[src/include/sarseq_regs.vh]
// register offsets, field positions, reset values and timing for the sar sequencer
`ifndef SARSEQ_REGS_VH
`define SARSEQ_REGS_VH
// ****************************************
// register byte addresses (apb, one word each)
// ****************************************
`define SARSEQ_OFF_PCE 20'hf00f0
`define SARSEQ_OFF_MODE 20'hfff30
`define SARSEQ_OFF_RES 20'hf0010
`define SARSEQ_OFF_CHAN 20'hfff34
`define SARSEQ_OFF_TEST 20'hfff38
`define SARSEQ_OFF_RHIGH 20'hfff3c
`define SARSEQ_OFF_RLOW 20'hfff40
`define SARSEQ_ADDR_W 20
// ****************************************
// field positions
// ****************************************
`define SARSEQ_PCE_CLKON 5
`define SARSEQ_MODE_RUN 7
`define SARSEQ_MODE_CMPEN 0
`define SARSEQ_RES_SEL 0
// mode bits 1,2,5,6 are fixed zero
`define SARSEQ_MODE_MASK 8'h99
`define SARSEQ_CHAN_MASK 8'h0f
`define SARSEQ_TEST_MASK 8'h03
// ****************************************
// reset values
// ****************************************
`define SARSEQ_RST_BYTE 8'h00
`define SARSEQ_RST_SAR 10'h000
// ****************************************
// sizes and timing
// ****************************************
`define SARSEQ_SAR_W 10
`define SARSEQ_TOP_BIT 4'h9
`define SARSEQ_LAST_10 4'h0
`define SARSEQ_LAST_8 4'h2
// cycles that each trial waits for the comparator to settle
`define SARSEQ_STEP_CYCLES 8'h04
`define SARSEQ_CHAN_MAX 4'h7
`endif

[src/core/sarseq_sar_adc_sequencer.v]
// successive-approximation sequencer with its apb register file
// Operation
// - first trial keeps msb if input at/above half
// - after bit 9, trial bit 8, tap by bit9
// - keep trial bit if input at/above tap
// - 10-bit mode decides down to bit 0
// - 8-bit mode stops after bit 2
// - copy result into high and low registers
// - conversion end raises done request
// - high register holds top eight bits
// - low register: two lsbs on top, zeros
// - select one of seven channels or reference
// - clock-on low stops and resets converter
// - clock-on low clears regs, ignores writes
// - clock-on high allows register access
// - enable register resets zero, bit/byte writes
// - run bit self-clears at end, or by write
// - run write ignored while comparator off
// - resolution select picks last trial bit
//
// Register access over APB is this design's own decision.
`timescale 1ns/10ps
`include "sarseq_regs.vh"
module sarseq_sar_adc_sequencer (
  input wire clk,
  input wire nrst,
  input wire psel,
  input wire penable,
  input wire pwrite,
  input wire [31:0] paddr,
  input wire [31:0] pwdata,
  input wire [3:0] pstrb,
  output reg [31:0] prdata,
  output reg pready,
  output reg pslverr,
  input wire compareHigh,
  output reg [9:0] successiveApproxReg,
  output reg sampleHold,
  output reg comparatorOn,
  output reg converterClockOn,
  output reg [2:0] analogChannel,
  output reg referenceSelect,
  output reg conversionDoneIrq
);
  // ****************************************
  // overview
  // ****************************************
  // a conversion is started by software setting the run bit while the
  // comparator enable bit is already set; the sequencer then walks the
  // approximation register from bit 9 downward, one step per bit
  // each step lasts a fixed number of clocks from the step divider, so
  // the comparator has a settled input before its answer is taken
  // the trial code on successiveApproxReg doubles as the tap code that
  // the analog side turns into a comparison level
  // 8-bit mode stops after bit 2 and leaves bits 1 and 0 at zero
  // apart from the clock-on clear, the result bytes change only at the end of a finished conversion;
  // a software stop leaves the previous result readable
  // with the clock-on bit low every converter register is held at its
  // reset value, so a write made then is simply lost
  // the enable register itself stays writable, otherwise the block
  // could never be switched back on
  // bus timing: a setup phase latches read data, the next cycle is the
  // access phase with pready high; writes land at that access edge
  // limitation: only byte lane 0 is decoded, so narrower software
  // accesses must still place their data in the low byte
  // ****************************************
  // state
  // ****************************************
  localparam IDLE = 2'b00; // waiting for run
  localparam TRIAL = 2'b01; // bit trials in progress
  localparam DONE = 2'b10; // store result
  reg [1:0] state;
  reg [7:0] pce; // peripheral clock enable register
  reg [7:0] modeReg; // run and comparator enable
  reg resolutionSelect; // 1 picks 8-bit
  reg [7:0] channelSel; // channel select register
  reg [7:0] testReg; // test register, stored only
  reg [7:0] resultHigh;
  reg [7:0] resultLow;
  reg [3:0] bitIdx; // bit under trial
  wire clockOn;
  wire runBit;
  wire stepPulse;
  wire [7:0] packHigh;
  wire [7:0] packLow;
  wire wrAccess;
  wire rdAccess;
  wire [3:0] lastBit;
  reg [9:0] next_sar;
  // ****************************************
  // helpers
  // ****************************************
  // address decode used by both read and write paths
  function hitAddr;
    input [31:0] a;
    input [19:0] off;
    begin
      hitAddr = (a[31:20] == 12'h000) && (a[19:0] == off);
    end
  endfunction
  // applies byte lane 0 strobe; single-bit writes arrive as whole bytes
  function [7:0] laneByte;
    input [7:0] oldV;
    input [31:0] wd;
    input [3:0] st;
    begin
      laneByte = st[0] ? wd[7:0] : oldV;
    end
  endfunction
  assign clockOn = pce[`SARSEQ_PCE_CLKON];
  assign runBit = modeReg[`SARSEQ_MODE_RUN];
  assign wrAccess = psel && penable && pwrite && pready;
  assign rdAccess = psel && !pwrite;
  // 8-bit mode ends after bit 2, 10-bit after bit 0
  assign lastBit = resolutionSelect ? `SARSEQ_LAST_8 : `SARSEQ_LAST_10;
  // ****************************************
  // submodules
  // ****************************************
  sarseq_step_timer uTimer (
    .clk(clk),
    .nrst(nrst),
    .run(state == TRIAL),
    .stepPulse(stepPulse)
  );
  sarseq_result_pack uPack (
    .sarValue(successiveApproxReg),
    .highByte(packHigh),
    .lowByte(packLow)
  );
  // ****************************************
  // trial decision
  // ****************************************
  // keep trial bit on high compare, then set the next lower trial bit
  always @* begin
    next_sar = successiveApproxReg;
    if (!compareHigh) begin
      next_sar[bitIdx] = 1'b0;
    end
    if (bitIdx != lastBit) begin
      // next lower bit becomes the trial; the tap follows the decided bits
      next_sar[bitIdx - 4'h1] = 1'b1;
    end
  end
  // ****************************************
  // peripheral enable register
  // ****************************************
  // not gated by clock-on; resets to zero
  always @(posedge clk or negedge nrst) begin
    if (!nrst) begin
      pce <= `SARSEQ_RST_BYTE;
    end else if (wrAccess && hitAddr(paddr, `SARSEQ_OFF_PCE)) begin
      // unused bits are software's duty; stored as written
      pce <= laneByte(pce, pwdata, pstrb);
    end
  end
  // ****************************************
  // converter registers and sequencer
  // ****************************************
  always @(posedge clk or negedge nrst) begin
    if (!nrst) begin
      state <= IDLE;
      modeReg <= `SARSEQ_RST_BYTE;
      resolutionSelect <= 1'b0;
      channelSel <= `SARSEQ_RST_BYTE;
      testReg <= `SARSEQ_RST_BYTE;
      resultHigh <= `SARSEQ_RST_BYTE;
      resultLow <= `SARSEQ_RST_BYTE;
      successiveApproxReg <= `SARSEQ_RST_SAR;
      bitIdx <= `SARSEQ_TOP_BIT;
      conversionDoneIrq <= 1'b0;
    end else if (!clockOn) begin
      // held in reset, every write ignored
      state <= IDLE;
      modeReg <= `SARSEQ_RST_BYTE;
      resolutionSelect <= 1'b0;
      channelSel <= `SARSEQ_RST_BYTE;
      testReg <= `SARSEQ_RST_BYTE;
      resultHigh <= `SARSEQ_RST_BYTE;
      resultLow <= `SARSEQ_RST_BYTE;
      successiveApproxReg <= `SARSEQ_RST_SAR;
      bitIdx <= `SARSEQ_TOP_BIT;
      conversionDoneIrq <= 1'b0;
    end else begin
      conversionDoneIrq <= 1'b0;
      // register writes, allowed with the clock on
      if (wrAccess && hitAddr(paddr, `SARSEQ_OFF_MODE)) begin
        modeReg[`SARSEQ_MODE_CMPEN] <= pwdata[`SARSEQ_MODE_CMPEN] & pstrb[0];
        modeReg[4:3] <= pwdata[4:3];
        // run can only be set while the comparator is already on
        if (!pwdata[`SARSEQ_MODE_RUN] || !pstrb[0]) begin
          modeReg[`SARSEQ_MODE_RUN] <= 1'b0;
        end else if (modeReg[`SARSEQ_MODE_CMPEN]) begin
          modeReg[`SARSEQ_MODE_RUN] <= 1'b1;
        end else begin
          modeReg[`SARSEQ_MODE_RUN] <= 1'b0;
        end
      end
      if (wrAccess && hitAddr(paddr, `SARSEQ_OFF_RES) && pstrb[0]) begin
        resolutionSelect <= pwdata[`SARSEQ_RES_SEL];
      end
      if (wrAccess && hitAddr(paddr, `SARSEQ_OFF_CHAN) && pstrb[0]) begin
        channelSel <= pwdata[7:0] & `SARSEQ_CHAN_MASK;
      end
      if (wrAccess && hitAddr(paddr, `SARSEQ_OFF_TEST) && pstrb[0]) begin
        testReg <= pwdata[7:0] & `SARSEQ_TEST_MASK;
      end
      // sequencer
      case (state)
        IDLE: begin
          if (runBit) begin
            successiveApproxReg <= 10'h200;
            bitIdx <= `SARSEQ_TOP_BIT;
            state <= TRIAL;
          end
        end
        TRIAL: begin
          if (!runBit) begin
            // software stop abandons the conversion
            state <= IDLE;
          end else if (stepPulse) begin
            successiveApproxReg <= next_sar;
            if (bitIdx == lastBit) begin
              state <= DONE;
            end else begin
              bitIdx <= bitIdx - 4'h1;
            end
          end
        end
        DONE: begin
          resultHigh <= packHigh;
          resultLow <= packLow;
          conversionDoneIrq <= 1'b1;
          modeReg[`SARSEQ_MODE_RUN] <= 1'b0;
          state <= IDLE;
        end
        default: begin
          state <= IDLE;
        end
      endcase
    end
  end
  // ****************************************
  // analog side outputs, registered
  // ****************************************
  always @(posedge clk or negedge nrst) begin
    if (!nrst) begin
      sampleHold <= 1'b0;
      comparatorOn <= 1'b0;
      converterClockOn <= 1'b0;
      analogChannel <= 3'h0;
      referenceSelect <= 1'b0;
    end else begin
      // hold the sample through every trial
      sampleHold <= clockOn && (state == TRIAL);
      comparatorOn <= clockOn && modeReg[`SARSEQ_MODE_CMPEN];
      converterClockOn <= clockOn;
      // codes 0..6 pick a pin, 7 picks the internal reference
      analogChannel <= channelSel[2:0];
      referenceSelect <= (channelSel[3:0] == `SARSEQ_CHAN_MAX)
        ? 1'b1 : 1'b0;
    end
  end
  // ****************************************
  // apb slave: no wait states, zero on unmapped read
  // ****************************************
  always @(posedge clk or negedge nrst) begin
    if (!nrst) begin
      pready <= 1'b0;
      pslverr <= 1'b0;
      prdata <= 32'h00000000;
    end else begin
      // ready answers the setup cycle; a setup that follows an access at
      // once is seen with penable low again, so it gets its own ready
      // read data is captured at setup so it stands through the access
      pready <= psel && !penable;
      pslverr <= 1'b0;
      if (rdAccess && !penable) begin
        if (hitAddr(paddr, `SARSEQ_OFF_PCE)) begin
          prdata <= {24'h000000, pce};
        end else if (hitAddr(paddr, `SARSEQ_OFF_MODE)) begin
          prdata <= {24'h000000, modeReg & `SARSEQ_MODE_MASK};
        end else if (hitAddr(paddr, `SARSEQ_OFF_RES)) begin
          prdata <= {31'h00000000, resolutionSelect};
        end else if (hitAddr(paddr, `SARSEQ_OFF_CHAN)) begin
          prdata <= {24'h000000, channelSel};
        end else if (hitAddr(paddr, `SARSEQ_OFF_TEST)) begin
          prdata <= {24'h000000, testReg};
        end else if (hitAddr(paddr, `SARSEQ_OFF_RHIGH)) begin
          prdata <= {24'h000000, resultHigh};
        end else if (hitAddr(paddr, `SARSEQ_OFF_RLOW)) begin
          prdata <= {24'h000000, resultLow};
        end else begin
          prdata <= 32'h00000000;
        end
      end
    end
  end
endmodule

[src/core/sarseq_step_timer.v]
// step enable divider: one-cycle pulse per sequencer step
`timescale 1ns/10ps
`include "sarseq_regs.vh"
module sarseq_step_timer (
  input wire clk,
  input wire nrst,
  input wire run,
  output reg stepPulse
);
  reg [7:0] count; // cycles into current step
  // ****************************************
  // divider
  // ****************************************
  // restarts whenever run drops, so every trial gets a full settle time
  always @(posedge clk or negedge nrst) begin
    if (!nrst) begin
      count <= 8'h00;
      stepPulse <= 1'b0;
    end else if (!run) begin
      count <= 8'h00;
      stepPulse <= 1'b0;
    end else if (count == `SARSEQ_STEP_CYCLES - 8'h01) begin
      count <= 8'h00;
      stepPulse <= 1'b1;
    end else begin
      count <= count + 8'h01;
      stepPulse <= 1'b0;
    end
  end
endmodule

[src/core/sarseq_result_pack.v]
// packs the approximation register into the two result bytes
`timescale 1ns/10ps
`include "sarseq_regs.vh"
module sarseq_result_pack (
  input wire [9:0] sarValue,
  output wire [7:0] highByte,
  output wire [7:0] lowByte
);
  // upper eight bits of the result
  assign highByte = sarValue[9:2];
  // two lowest bits on top, six low positions tied to zero
  assign lowByte = {sarValue[1:0], 6'b000000};
endmodule

[config.mk]
export PLATFORM = sky130hd
export DESIGN_NAME = sarseq_sar_adc_sequencer
export DESIGN_NICKNAME = d
export VERILOG_FILES = /design/src/core/sarseq_sar_adc_sequencer.v /design/src/core/sarseq_step_timer.v /design/src/core/sarseq_result_pack.v
export VERILOG_INCLUDE_DIRS = /design/src /design/src/include
export SDC_FILE = /design/constraint.sdc
export NUM_CORES = 1
export LEC_CHECK = 0
export ABC_AREA = 1
export BUFFER_PORTS_ARGS = -buffer_cell sky130_fd_sc_hd__buf_4
export CORE_ASPECT_RATIO = 0.9
export CORE_MARGIN = 2
export CORE_UTILIZATION = 52
export CTS_CLUSTER_DIAMETER = 60
export DETAILED_ROUTE_END_ITERATION = 8
export GPL_TIMING_DRIVEN = 0
export PLACE_DENSITY = 0.83
export RECOVER_POWER = 50
export SYNTH_ARGS = -nofsm -noshare
export SYNTH_HDL_FRONTEND = slang
export SYNTH_HIERARCHICAL = 1
export SYNTH_SLANG_ARGS = --single-unit
[constraint.sdc]
create_clock -name clk -period 2.09 [get_ports clk]
set_input_delay 0 -clock clk [delete_from_list [all_inputs] [get_ports clk]]
set_output_delay 0 -clock clk [all_outputs]
set_load 0.02 [all_outputs]
# Word-level counts from Yosys, hierarchy flattened
# Index checks and enable logic that the tools add are counted.
dict set report word_totals {
  word_cells 150
  ff_bits 111
}
dict set report classes {
  addsub 2
  reduce_logical 36
  n_eq_ne 26
  n_bitwise 4
  n_mux 57
  magnitude_cmp 4
}
# op count
set op_table {}
lappend op_table {{equality test 20 bit (second input constant)} 7}
lappend op_table {{2-to-1 mux 8 bit} 17}
lappend op_table {{2-to-1 mux 10 bit} 6}
lappend op_table {{logical AND 1 bit} 25}
lappend op_table {{2-to-1 mux 4 bit} 5}
lappend op_table {{one-hot mux 10 bit (2 select lines)} 1}
lappend op_table {{2-to-1 mux 1 bit} 16}
lappend op_table {{2-to-1 mux 2 bit} 8}
lappend op_table {{zero test 12 bit} 1}
lappend op_table {{inequality test 3 bit (second input constant)} 4}
lappend op_table {{AND 10 bit} 1}
lappend op_table {{less-than comparator 4 x 5 -> 1 bit (second input constant)} 2}
lappend op_table {{inequality test 2 x 1 -> 1 bit (second input constant)} 5}
lappend op_table {{NOT 10 bit} 1}
lappend op_table {{bitwise OR 10 bit} 1}
lappend op_table {{adder 8 x 1 -> 8 bit (second input constant)} 1}
lappend op_table {{demux 1 bit (select 4 bit)} 2}
lappend op_table {{equality test 8 x 2 -> 1 bit (second input constant)} 1}
lappend op_table {{>= comparator 4 x 1 -> 1 bit (second input constant)} 2}
lappend op_table {{inequality test 4 bit (second input constant)} 2}
lappend op_table {{one-hot mux 4 bit (2 select lines)} 1}
lappend op_table {{inequality test 3 x 1 -> 1 bit (second input constant)} 2}
lappend op_table {{AND reduction 5 bit} 1}
lappend op_table {{equality test 4 x 2 -> 1 bit} 1}
lappend op_table {{13 further kinds} 16}

# Logic depth before layout (Yosys ltp)
# Gate-level depths: netlist of run 1.
dict set report logic_depth {
  ltp_word 13
  ltp_mapped 13
  mapped_depth_nobuf 13
}

# Modules after synthesis
# The synthesis of run 1 kept the hierarchy.
# mod seq_area_each_um2 instances cells_per_inst area_per_inst_um2
set modules_own_cells {}
lappend modules_own_cells {sarseq_sar_adc_sequencer 1704.1 1 453 3722.3}
lappend modules_own_cells {sarseq_step_timer 225.2 1 55 451.7}
lappend modules_own_cells {sarseq_result_pack 0.0 1 17 123.9}

# Least setup slack after synthesis of run 1
# OpenSTA, ideal clock, no wires.
dict set report synth_path {
  path_type {register -> register}
  from {register bitIdx[0]}
  to {register successiveApproxReg[9]}
  setup_ns 0.063
  setup_slack_ns 0.482
  path_stages_with_launch 10
  t_arrival_ns 1.545
  required_ns 2.027
  path_cell_list {dfstp_2 -> inv_1 -> ha_1 -> xnor2_1 -> inv_1 -> nor2_1 -> nand2_1 -> a21oi_1 -> o21ai_1 -> inv_1}
}
dict set report synth_via {
  elab_chain_len 13
}
# item line
set synth_rtl {}
lappend synth_rtl {{from (decl)} sarseq_sar_adc_sequencer.v:80} ;# reg [3:0] bitIdx;
lappend synth_rtl {{from (signal assigned)} sarseq_sar_adc_sequencer.v:169} ;# bitIdx <= `SARSEQ_TOP_BIT;
lappend synth_rtl {{from (signal assigned)} sarseq_sar_adc_sequencer.v:181} ;# bitIdx <= `SARSEQ_TOP_BIT;
lappend synth_rtl {{from (signal assigned)} sarseq_sar_adc_sequencer.v:212} ;# bitIdx <= `SARSEQ_TOP_BIT;
lappend synth_rtl {{parallel branches: the longest is 8 deep, another holds less-than comparator 4 x 5 -> 1 bit} n/a}
lappend synth_rtl {{2-to-1 mux 10 bit *} sarseq_sar_adc_sequencer.v:139} ;# if (bitIdx != lastBit) begin
lappend synth_rtl {{2-to-1 mux 10 bit *} sarseq_sar_adc_sequencer.v:220} ;# end else if (stepPulse) begin
lappend synth_rtl {{2-to-1 mux 10 bit *} sarseq_sar_adc_sequencer.v:217} ;# if (!runBit) begin
lappend synth_rtl {{one-hot mux 10 bit (2 select lines) *} sarseq_sar_adc_sequencer.v:208} ;# case (state)
lappend synth_rtl {{2-to-1 mux 10 bit *} sarseq_sar_adc_sequencer.v:171} ;# end else if (!clockOn) begin
lappend synth_rtl {{to (signal assigned)} sarseq_sar_adc_sequencer.v:168} ;# successiveApproxReg <= `SARSEQ_RST_SAR;
lappend synth_rtl {{to (signal assigned)} sarseq_sar_adc_sequencer.v:180} ;# successiveApproxReg <= `SARSEQ_RST_SAR;
lappend synth_rtl {{to (signal assigned)} sarseq_sar_adc_sequencer.v:221} ;# successiveApproxReg <= next_sar;
lappend synth_rtl {{to (decl)} sarseq_sar_adc_sequencer.v:37} ;# output reg [9:0] successiveApproxReg,
# Every way passes the cells marked *. The select of a mux whose other input is x is not followed.
# A chain may end at the register's enable or synchronous reset.

# Worst setup path after layout of run 1
# Same ends and word-level chain as after synthesis.

==> results.py, run 1 <==
metrics = {
    "layout": {
        "area_growth_syn_to_layout_pct": 23.4,
        "finish.instance_area_um2": 5300,
        "nets": 731,
        "drive_above_1_share_pct": 21.9,
        "num-fill-cells": 676,
        "multi_input_gate_area_in_the_final_layout_um2": 1860,
        "seqCellArea_um2": 1930,
        "num_antenna_cells": 0,
    },
    "critical_path": {
        "critPathLaunchType": "flip-flop",
        "worst-path-max-fanout": 6,
        "ff2ff_path_depth": 9,
        "required_ns": 2.38,
        "critical_path.reg2reg.startpoint": "bitIdx[0]$_DFFE_PN1P_",
        "crit_path_end_kind": "flip-flop",
        "cp.arrival_ns": 2.15,
        "timing.setup.critical_path_class": "reg -> reg",
        "rr_endpoint": "successiveApproxReg[9]$_DFFE_PN0P_",
        "timing.reg2reg.setup_slack_ns": 0.23,
    },
    "power_and_ir_drop": {
        "clock_power_share_pct": 40.3,
        "power_frac_comb_pct": 9.9,
        "switching_share_pct": 24.0,
        "cellInternalPower_w": 0.00230,
        "p_leak_nw": 2.73,
        "peakVddDrop_v": 0.000372,
        "pwr-share-seq_pct": 49.8,
        "powerDensity_nw_per_um2": 572,
        "switchingPower_w": 0.000727,
    },
    "logic_synthesis": {
        "ys_seq_area_share_pct": 44.9,
        "netlist_instances": 525,
        "ffs_w_async_s_r_synth_pct": 100,
        "yosys.cell_count.top_type": "nand2_1",
        "syn-cell-area_um2": 4300,
        "syn_area_per_cell_um2": 8.19,
        "synth_top_cell_by_area": "dfrtp_1",
        "synth_cell_types": 43,
        "synth_ff_type": "dfrtp_1",
        "netlist.area_leader.share_pct": 43.7,
        "yosys_warnings": 6,
        "ys_top_cells_by_area": "dfrtp_1, nand2_1, buf_4",
        "post_synth_edffs": 0,
        "most_frequent_cells_after_synthesis": "nand2_1, dfrtp_1, nor2_1",
        "postSynthRegisterBits": 77,
    },
    "timing": {
        "skew_ns": 0.00940,
        "period_share_pct": 88.8,
        "finalSetupViolCount": 0,
        "grt_setup_unrepaired": "no",
        "max_freq_mhz": 539,
        "slew-limit-headroom_pct": -9.75,
        "setup_total_negative_slack_ns": 0,
        "report.final.slew_viol_count": 78,
        "timing.final.crit_period_ns": 1.86,
        "hold_viol": 0,
        "tightest_slew_ns": 1.65,
    },
    "global_route": {
        "grt_overflow_total": 0,
        "grt_resource_usage_total_pct": 23.1,
        "grt_max_degree": 78,
        "first_global_vias": 3706,
        "grt_antenna_before_repair": 0,
        "grt_pass1_wl_um": 16700,
    },
    "detailed_routing": {
        "route.detailed.vias_per_inst": 5.11,
        "routedWlPerCell_um": 13.3,
        "drtAntennaViolNets": 0,
        "dr.pass1.iters": 6,
        "wl_met3_um": 739,
        "detailroute.via_count": 3846,
        "dr.max_layer_used": "met4",
        "met2_length_um": 4980,
        "drt_iter0_markers": 222,
        "routed_wirelength_um": 10000,
        "met1Wirelength_um": 4150,
        "detail_route.drc_violations": 0,
    },
    "floorplanning": {
        "die-area_um2": 9010,
        "fp.dieW_um": 99.8,
        "core-area_um2": 8030,
        "initial_core_util_pct": 53.5,
        "boundaryPins": 126,
        "rows": 31,
        "die_h_um": 90.2,
    },
    "clock_tree": {
        "cts_buf_count": 9,
        "cts-root-buf": "clkbuf_8",
        "number_of_instances_resized_during_post_cts_repair": 0,
        "total_number_of_clock_tree_sinks": 77,
        "clockBufferDepth": 2,
        "htree_num_levels": 3,
        "clkTransAtPathRegs_ns": 0.08,
        "worst_skew_pair.late_latency_ns": 0.36,
        "tritoncts": "yes",
    },
    "placed_design": {
        "gp_routability_congestion": 0.937,
        "place_hpwl_um": 7220,
        "placement.io_buffers": 73,
        "postPlaceCellArea_um2": 5080,
    },
    "status": {
        "outcome": "complete, but fails checks",
        "violated_checks": "max-capacitance violations, max-slew violations",
    },
    "hold_path": {
        "min-delay-path-class": "in -> reg",
        "min_path_cells": 6,
        "start_point_of_the_worst_min_delay_path": "paddr[3]",
        "worst_hold_path_ep": "channelSel[1]$_DFFE_PN0P_",
    },
    "flow_run": {
        "cap_violations": 1,
    },
}
-- stage by stage --
step | total power, W | setup slack [ns] | hold WS (ns) | std cells | utilization [%]
after global routing | 0.00314 | 0.0848 | 0.148 | 753 | 66.1
after CTS | 0.00306 | 0.241 | 0.107 | 753 | 67.4
after detailed placement | 0.00183 | 0.284 | 0.180 | 726 | 63.3
after global placement | 0.00182 | 0.349 | 0.174 | 726 | 63.3
final | 0.00303 | 0.235 | 0.123 | 753 | 66.1
after floorplan | 0.00169 | 0.482 | -0.296 | 554 | -
-- per-layer routing --
layer	GRT usage, %	up-vias
met2	40.0	163
met5	0	-
met4	6.28	0
met1	28.5	1785
met3	5.99	19
li1	-	1879
-- worst max-delay path, cell delays in order, from the launching register on --
cell     delay, ns
dfstp_2       0.58
inv_1         0.09
ha_1          0.26
xnor2_1       0.27
inv_1         0.10
nor2_1        0.15
nand2_1       0.08
a21oi_1       0.14
o21ai_1       0.07
inv_1         0.05
-- cells in the final DEF, fill, tap and decap left out, types with 5 or more instances in the layout --
cell,synthesis,layout
o22ai_1,14,14
conb_1,2,31
buf_4,41,85
clkbuf_1,2,30
nor3_1,5,5
o21ai_1,11,11
ha_1,7,7
nor2_1,68,68
nand3_1,24,24
inv_2,8,8
nand2_1,94,94
inv_1,65,65
dlygate4sd3_1,0,12
a31oi_1,8,8
o21ai_0,16,16
clkbuf_8,0,9
nand4_1,7,7
dfrtp_1,75,75
mux2_4,7,7
a22o_1,7,7
a21oi_1,17,17
-- sequential cells by signal, summed over array words and instances, names as in the netlist --
register and cells:
comparatorOn 1, uTimer/stepPulse 1, modeReg 4, testReg 2, resolutionSelect 1, conversionDoneIrq 1, prdata 8, state 2
pce 8, converterClockOn 1, resultHigh 8, channelSel 4, bitIdx 4, sampleHold 1, resultLow 8, referenceSelect 1
pready 1, analogChannel 3, uTimer/count 8, successiveApproxReg 10
-- how the worst max path moves through the flow --
stage	start	cells after the start	endpoint	slack [ns]
global placement	bitIdx[0]$_DFFE_PN1P_	9	successiveApproxReg[9]$_DFFE_PN0P_	0.35
floorplan	bitIdx[0]$_DFFE_PN1P_	9	successiveApproxReg[9]$_DFFE_PN0P_	0.48
finish	bitIdx[0]$_DFFE_PN1P_	9	successiveApproxReg[9]$_DFFE_PN0P_	0.23
detailed placement	bitIdx[0]$_DFFE_PN1P_	9	successiveApproxReg[9]$_DFFE_PN0P_	0.28
global route	nrst	2	resultHigh[3]$_DFFE_PN0P_	0.08
CTS	bitIdx[0]$_DFFE_PN1P_	9	successiveApproxReg[9]$_DFFE_PN0P_	0.24
-- layout make-up --
| cell class | count | area share, % |
|---|---|---|
| clock inverters | 6 | 1.67 |
| repair buffers | 85 | 10.6 |
| multi-input cells | 356 | 35.1 |
| well taps | 99 | 2.34 |
| plain buffers | 46 | 6.23 |
| clock buffers | 9 | 2.34 |
| inverters | 75 | 5.36 |
| flip-flops and latches | 77 | 36.4 |
-- power groups by stage --
stage / combinational (W) / sequential, W / clock [W]
6_report: 0.000300 / 0.00151 / 0.00122
5_1_grt: 0.000329 / 0.00151 / 0.00130
4_1_cts: 0.000310 / 0.00151 / 0.00124
3_5_place_dp: 0.000290 / 0.00154 / 0
3_3_place_gp: 0.000286 / 0.00154 / 0
2_1_floorplan: 0.000136 / 0.00155 / 0
-- cell families after synthesis --
logic type                 after synthesis  share of synthesized area [%]
and+or+nand+nor                        222                           23.2
buffers and inverters                  121                           14.3
AOI/OAI and AO/OA                       85                           12.1
DFF                                     77                           44.9
adders and majority gates                7                           2.04
muxes                                    7                           2.45
xor gates and xnor gates                 4                          0.815
other                                    2                          0.175
-- what timing repair did --
| item | 4_1_cts | 5_1_grt |
|---|---|---|
| buffers inserted | 0 | 0 |
| hold buffers | 12 | 0 |
| endpoints found under the hold margin | 93 | 0 |
(Power assumes the default switching activity.)
==> run 2: changes to the inputs <==
--- a/config.mk
+++ b/config.mk
@@ -15,4 +15,5 @@
 export DETAILED_ROUTE_END_ITERATION = 8
 export GPL_TIMING_DRIVEN = 0
+export HOLD_SLACK_MARGIN = 0.02
 export PLACE_DENSITY = 0.83
 export RECOVER_POWER = 50
==> constraint.sdc (replaced) <==
create_clock -name clk -period 2.09 [get_ports clk]
set_input_delay 0.418 -clock clk [delete_from_list [all_inputs] [get_ports clk]]
set_output_delay 0.418 -clock clk [all_outputs]
set_load 0.02 [all_outputs]
==> run 2 against run 1 <==
  * The flow now finishes without violations
  * Clock power is essentially flat
  * Clock-buffer cell count did not move
  * Power fell by 0.45%
  * Hold slack improved by 0.070 ns
  * Combinational power shrank 2%
  * Global-route usage fell by 0.46 points
  * First-iteration DRC count up 13%
  * Via count decreased by 2.2%
  * Register-to-register slack hardly changed
  * Die area unchanged
  * Sequential power about the same
  * Largest cell class unchanged
  * Highest routed layer unchanged
==> results.py, run 2 (same netlist as run 1, synthesis figures left out) <==
metrics = {
    "power_and_ir_drop": {
        "cellInternalPower_w": 0.00230,
        "peakVddDrop_v": 0.000372,
        "clock_power_share_pct": 40.3,
        "power_frac_comb_pct": 9.7,
        "switchingPower_w": 0.000716,
        "powerDensity_nw_per_um2": 571,
        "p_leak_nw": 2.78,
        "pwr-share-seq_pct": 50.0,
        "switching_share_pct": 23.7,
        "total_power_w": 0.00302,
    },
    "layout": {
        "most-common-layout-cells": "buf_4, nand2_1, dfrtp_1, nor2_1, inv_1",
        "largest_register_ffs": 10,
        "area_growth_syn_to_layout_pct": 23.0,
        "leading_cell_type_in_the_layout_fill_and_taps_excluded": "buf_4",
        "drive_above_1_share_pct": 26.3,
        "nets": 719,
        "register_with_the_most_flip_flops": "successiveApproxReg",
        "num-fill-cells": 655,
        "num_antenna_cells": 0,
    },
    "timing": {
        "timing.final.crit_period_ns": 1.86,
        "finalSetupViolCount": 0,
        "tightest_slew_ns": 0.943,
        "period_share_pct": 89.0,
        "slew-limit-headroom_pct": 37.1,
        "setup_total_negative_slack_ns": 0,
        "report.final.slew_viol_count": 0,
        "skew_ns": 0.00846,
        "max_freq_mhz": 537,
        "grt_setup_unrepaired": "no",
        "hold_viol": 0,
    },
    "critical_path": {
        "timing.critical_path.buf_inv": 3,
        "cp_cell_sequence": "inv_1 -> ha_1 -> xnor2_1 -> inv_1 -> nor2_1 -> nand2_1 -> a21oi_1 -> o21ai_1 -> inv_1",
        "timing.setup.critical_path_class": "reg -> reg",
        "critical_path.reg2reg.startpoint": "bitIdx[0]$_DFFE_PN1P_",
        "critPathLaunchType": "flip-flop",
        "required_ns": 2.38,
        "timing.reg2reg.setup_slack_ns": 0.23,
        "ff2ff_path_depth": 9,
        "critical-path-max-stage-delay_ns": 0.58,
        "cp.arrival_ns": 2.15,
        "rr_endpoint": "successiveApproxReg[9]$_DFFE_PN0P_",
        "cell_seen_most_often_among_critical_path_stages": "inv_1",
        "slowest_stage": "dfstp_2",
        "crit_path_end_kind": "flip-flop",
        "critical-path-top-delay-family": "flip-flops",
        "worst-path-max-fanout": 6,
    },
    "placed_design": {
        "placement.io_buffers": 73,
        "gp_routability_congestion": 0.937,
        "place_hpwl_um": 7220,
    },
    "detailed_routing": {
        "dr.pass1.iters": 5,
        "route.detailed.vias_per_inst": 5.08,
        "routedWlPerCell_um": 13.3,
        "drt_iter0_markers": 251,
        "drtAntennaViolNets": 0,
        "routed_wirelength_um": 9830,
        "detailroute.via_count": 3762,
        "detail_route.drc_violations": 0,
    },
    "clock_tree": {
        "post_cts_hold_buffer_count": 0,
        "total_number_of_clock_tree_sinks": 77,
        "post_cts_buffers": 0,
        "worst_skew_pair.late_latency_ns": 0.36,
        "htree_num_levels": 3,
        "tritoncts": "yes",
        "cts-root-buf": "clkbuf_8",
        "clockBufferDepth": 2,
        "number_of_instances_resized_during_post_cts_repair": 0,
        "cts_buf_count": 9,
        "clkTransAtPathRegs_ns": 0.08,
    },
    "floorplanning": {
        "die-area_um2": 9010,
        "initial_core_util_pct": 53.5,
        "rows": 31,
        "die_h_um": 90.2,
        "fp.dieW_um": 99.8,
        "core-area_um2": 8030,
        "boundaryPins": 126,
    },
    "global_route": {
        "grt_antenna_before_repair": 0,
        "grt_max_degree": 78,
        "grt_resource_usage_total_pct": 22.6,
        "grt_overflow_total": 0,
        "first_global_vias": 3642,
        "grt_pass1_wl_um": 16400,
    },
    "status": {
        "outcome": "completed",
    },
    "hold_path": {
        "min-delay-path-class": "in -> async",
    },
    "flow_run": {
        "cap_violations": 0,
    },
}
run 2: cell count changes in the layout (fill, tap and decap cells not counted):
cell / change
clkbuf_4: +1
nor2_1: +1
nor2_2: -1
dlygate4sd3_1: -12
buf_4: +28
buf_2: -2
clkbuf_1: -27
run 2: cell type report:
cell class	count	area, µm²	area share (%)
Tap cell	99	124	2.34
Buffer	46	329	6.22
Timing Repair Buffer	73	548	10.4
Multi-Input combinational cell	356	1860	35.2
Clock buffer	9	124	2.34
Clock inverter	6	88.8	1.68
Sequential cell	77	1930	36.5
Inverter	75	284	5.37
run 2: metal layers:
layer	vias up	wire (µm)	GRT usage, %
li1	1853	-	-
met1	1746	4100	28.3
met2	144	4850	38.9
met3	19	712	5.83
met4	0	157	6.05
met5	-	0	0
run 2: worst max-delay path by stage:
stage	from	end	slack (ns)	depth (start not counted)
2_1_floorplan	paddr[25]	pce[0]$_DFFE_PN0P_	0.46	9
3_3_place_gp	paddr[25]	pce[4]$_DFFE_PN0P_	0.18	10
3_5_place_dp	paddr[23]	pce[0]$_DFFE_PN0P_	0.14	10
4_1_cts	bitIdx[0]$_DFFE_PN1P_	successiveApproxReg[9]$_DFFE_PN0P_	0.24	9
5_1_grt	bitIdx[0]$_DFFE_PN1P_	successiveApproxReg[9]$_DFFE_PN0P_	0.09	9
6_report	bitIdx[0]$_DFFE_PN1P_	successiveApproxReg[9]$_DFFE_PN0P_	0.23	9
run 2: worst register-to-register path, stage by stage, from the launching register on:
cell and delay, ns:
dfstp_2 0.58, inv_1 0.09, ha_1 0.26, xnor2_1 0.27, inv_1 0.10, nor2_1 0.15, nand2_1 0.08, a21oi_1 0.14
o21ai_1 0.07, inv_1 0.07
run 2: power groups by stage:
stage	clock network, W	logic, W	registers (W)
6_report	0.00121	0.000293	0.00151
5_1_grt	0.00130	0.000321	0.00151
4_1_cts	0.00124	0.000292	0.00151
3_5_place_dp	0	0.000290	0.00154
3_3_place_gp	0	0.000286	0.00154
2_1_floorplan	0	0.000136	0.00155
run 2: metrics by stage:
stage          setup WS (ns)  instance area (µm²)  hold slack, ns  instances  utilization (%)
6_report               0.229                 5290           0.193        741             65.9
5_1_grt               0.0856                 5290           0.209        741             65.9
4_1_cts                0.241                 5290           0.219        741             65.9
3_5_place_dp           0.143                 5080           0.361        726             63.3
3_3_place_gp           0.178                 5080           0.359        726             63.3
2_1_floorplan          0.457                 4410           0.122        554                -
==> run 3: changes to the inputs <==
CORE_UTILIZATION = 30   (was 52)
PLACE_DENSITY = 0.54   (was 0.83)
==> run 3 against run 2 <==
  * Critical path depth unchanged
  * Fmax decreased by 1.6%
  * Combinational power about the same
  * Clock power increased by 60%
  * Non-clock buffer count unchanged
  * Final area increased by 5.2%
  * Largest power group is now the clock network
==> results.py, run 3 (same netlist as run 1, synthesis figures left out) <==
metrics = {
    "power_and_ir_drop": {
        "pwr-share-seq_pct": 40.3,
        "total_power_w": 0.00375,
        "cellInternalPower_w": 0.00293,
        "p_leak_nw": 2.85,
        "switching_share_pct": 21.7,
        "switchingPower_w": 0.000813,
        "powerDensity_nw_per_um2": 674,
        "peakVddDrop_v": 0.000423,
        "power_frac_comb_pct": 7.8,
        "clock_power_share_pct": 51.9,
    },
    "clock_tree": {
        "post_cts_hold_buffer_count": 0,
        "tritoncts": "yes",
        "post_cts_buffers": 0,
        "number_of_instances_resized_during_post_cts_repair": 0,
        "htree_num_levels": 3,
        "clkTransAtPathRegs_ns": 0.06,
        "worst_skew_pair.late_latency_ns": 0.33,
        "total_number_of_clock_tree_sinks": 77,
        "clockBufferDepth": 2,
        "cts-root-buf": "clkbuf_16",
        "cts_buf_count": 9,
    },
    "detailed_routing": {
        "detail_route.drc_violations": 0,
        "routed_wirelength_um": 10600,
        "route.detailed.vias_per_inst": 4.45,
        "detailroute.via_count": 3722,
        "drtAntennaViolNets": 0,
        "drt_iter0_markers": 158,
        "dr.pass1.iters": 4,
        "routedWlPerCell_um": 12.7,
    },
    "critical_path": {
        "critical-path-max-stage-delay_ns": 0.58,
        "cp.arrival_ns": 2.17,
        "cp_cell_sequence": "inv_1 -> ha_1 -> xnor2_1 -> inv_1 -> nor2_1 -> nand2_1 -> a21oi_1 -> o21ai_1 -> inv_1",
        "timing.setup.critical_path_class": "reg -> reg",
        "required_ns": 2.37,
        "critical-path-top-delay-family": "flip-flops",
        "cell_seen_most_often_among_critical_path_stages": "inv_1",
        "slowest_stage": "dfstp_2",
        "timing.critical_path.buf_inv": 3,
        "critical_path.reg2reg.startpoint": "bitIdx[0]$_DFFE_PN1P_",
        "crit_path_end_kind": "flip-flop",
        "worst-path-max-fanout": 6,
        "critical_path.startpoint": "bitIdx[0]$_DFFE_PN1P_",
        "critPathLaunchType": "flip-flop",
    },
    "floorplanning": {
        "rows": 41,
        "die-area_um2": 15300,
        "boundaryPins": 126,
        "core-area_um2": 14000,
        "die_h_um": 118,
        "initial_core_util_pct": 30.7,
        "fp.dieW_um": 130,
    },
    "layout": {
        "multi_input_gate_area_in_the_final_layout_um2": 1860,
        "seqCellArea_um2": 1930,
        "most-common-layout-cells": "buf_4, nand2_1, dfrtp_1, nor2_1, inv_1",
        "area_growth_syn_to_layout_pct": 29.5,
        "largest_register_ffs": 10,
        "num-fill-cells": 1454,
        "num_antenna_cells": 0,
        "register_with_the_most_flip_flops": "successiveApproxReg",
        "leading_cell_type_in_the_layout_fill_and_taps_excluded": "buf_4",
        "drive_above_1_share_pct": 26.6,
        "nets": 719,
    },
    "timing": {
        "grt_setup_unrepaired": "no",
        "max_freq_mhz": 529,
        "hold_viol": 0,
        "skew_ns": 0.00437,
        "setup_total_negative_slack_ns": 0,
        "period_share_pct": 90.5,
        "timing.final.crit_period_ns": 1.89,
        "slew-limit-headroom_pct": 34.1,
        "report.final.slew_viol_count": 0,
        "finalSetupViolCount": 0,
        "tightest_slew_ns": 0.988,
    },
    "placed_design": {
        "placement.io_buffers": 73,
        "gp_routability_congestion": 0.908,
        "place_hpwl_um": 8060,
    },
    "status": {
        "outcome": "completed",
    },
    "global_route": {
        "grt_max_degree": 78,
        "grt_pass1_wl_um": 17500,
        "first_global_vias": 3685,
        "grt_resource_usage_total_pct": 14.3,
        "grt_antenna_before_repair": 0,
        "grt_overflow_total": 0,
    },
    "flow_run": {
        "cap_violations": 0,
    },
    "hold_path": {
        "min-delay-path-class": "in -> async",
    },
}
## run 3: changes by cell type in the layout (fill, tap and decap cells not counted), moves of 2 or more
cell       previous run  this run
bufinv_16             2         4
clkbuf_16             0         9
clkbuf_8              9         0
inv_6                 0         2
## run 3: cell type report
class                           instances  share of cell area, %
Inverter                               75                   5.10
Clock inverter                          7                   2.61
Sequential cell                        77                   34.7
Timing Repair Buffer                   73                   9.85
Multi-Input combinational cell        356                   33.4
Buffer                                 46                   5.94
Clock buffer                            9                   4.05
Tap cell                              193                   4.34
## run 3: power by group through the flow
stage	clock network, W	registers, W	logic [W]
finish	0.00194	0.00151	0.000292
global route	0.00206	0.00151	0.000319
CTS	0.00199	0.00151	0.000294
detailed placement	0	0.00154	0.000293
global placement	0	0.00154	0.000290
floorplan	0	0.00155	0.000136
## run 3: per-stage QoR
| stage | setup WS, ns | util (%) | instance area, µm² | instances | hold WS [ns] |
|---|---|---|---|---|---|
| after detailed placement | 0.110 | 37.1 | 5200 | 820 | 0.363 |
| after floorplan | 0.457 | - | 4410 | 554 | 0.122 |
| after global routing | 0.0685 | 39.7 | 5560 | 836 | 0.253 |
| final | 0.198 | 39.7 | 5560 | 836 | 0.245 |
| after global placement | 0.134 | 37.1 | 5200 | 820 | 0.362 |
| after CTS | 0.257 | 39.7 | 5570 | 836 | 0.236 |
## run 3: worst paths after layout
check                                                endpoint  slack [ns]  cells past startpoint
max reg2reg                successiveApproxReg[9]$_DFFE_PN0P_        0.20                      9
min reg2reg                        converterClockOn$_DFF_PN0_        0.38                      0
min                                 uTimer/count[4]$_DFF_PN0_        0.24                      1
min in group clk                             pready$_DFF_PN0_        0.25                      2
max                        successiveApproxReg[9]$_DFFE_PN0P_        0.20                      9
max in group asynchronous                    pready$_DFF_PN0_        1.22                      1
## run 3: routing by layer
metal / GRT usage, % / part of all wire [%] / up-vias / wire length [µm]
met3: 3.45 / 6.4 / 14 / 676
li1: - / - / 1857 / -
met1: 18.1 / 45 / 1720 / 4800
met4: 4.17 / 1.6 / 0 / 174
met2: 24.1 / 47 / 131 / 4980
met5: 0 / 0 / - / 0
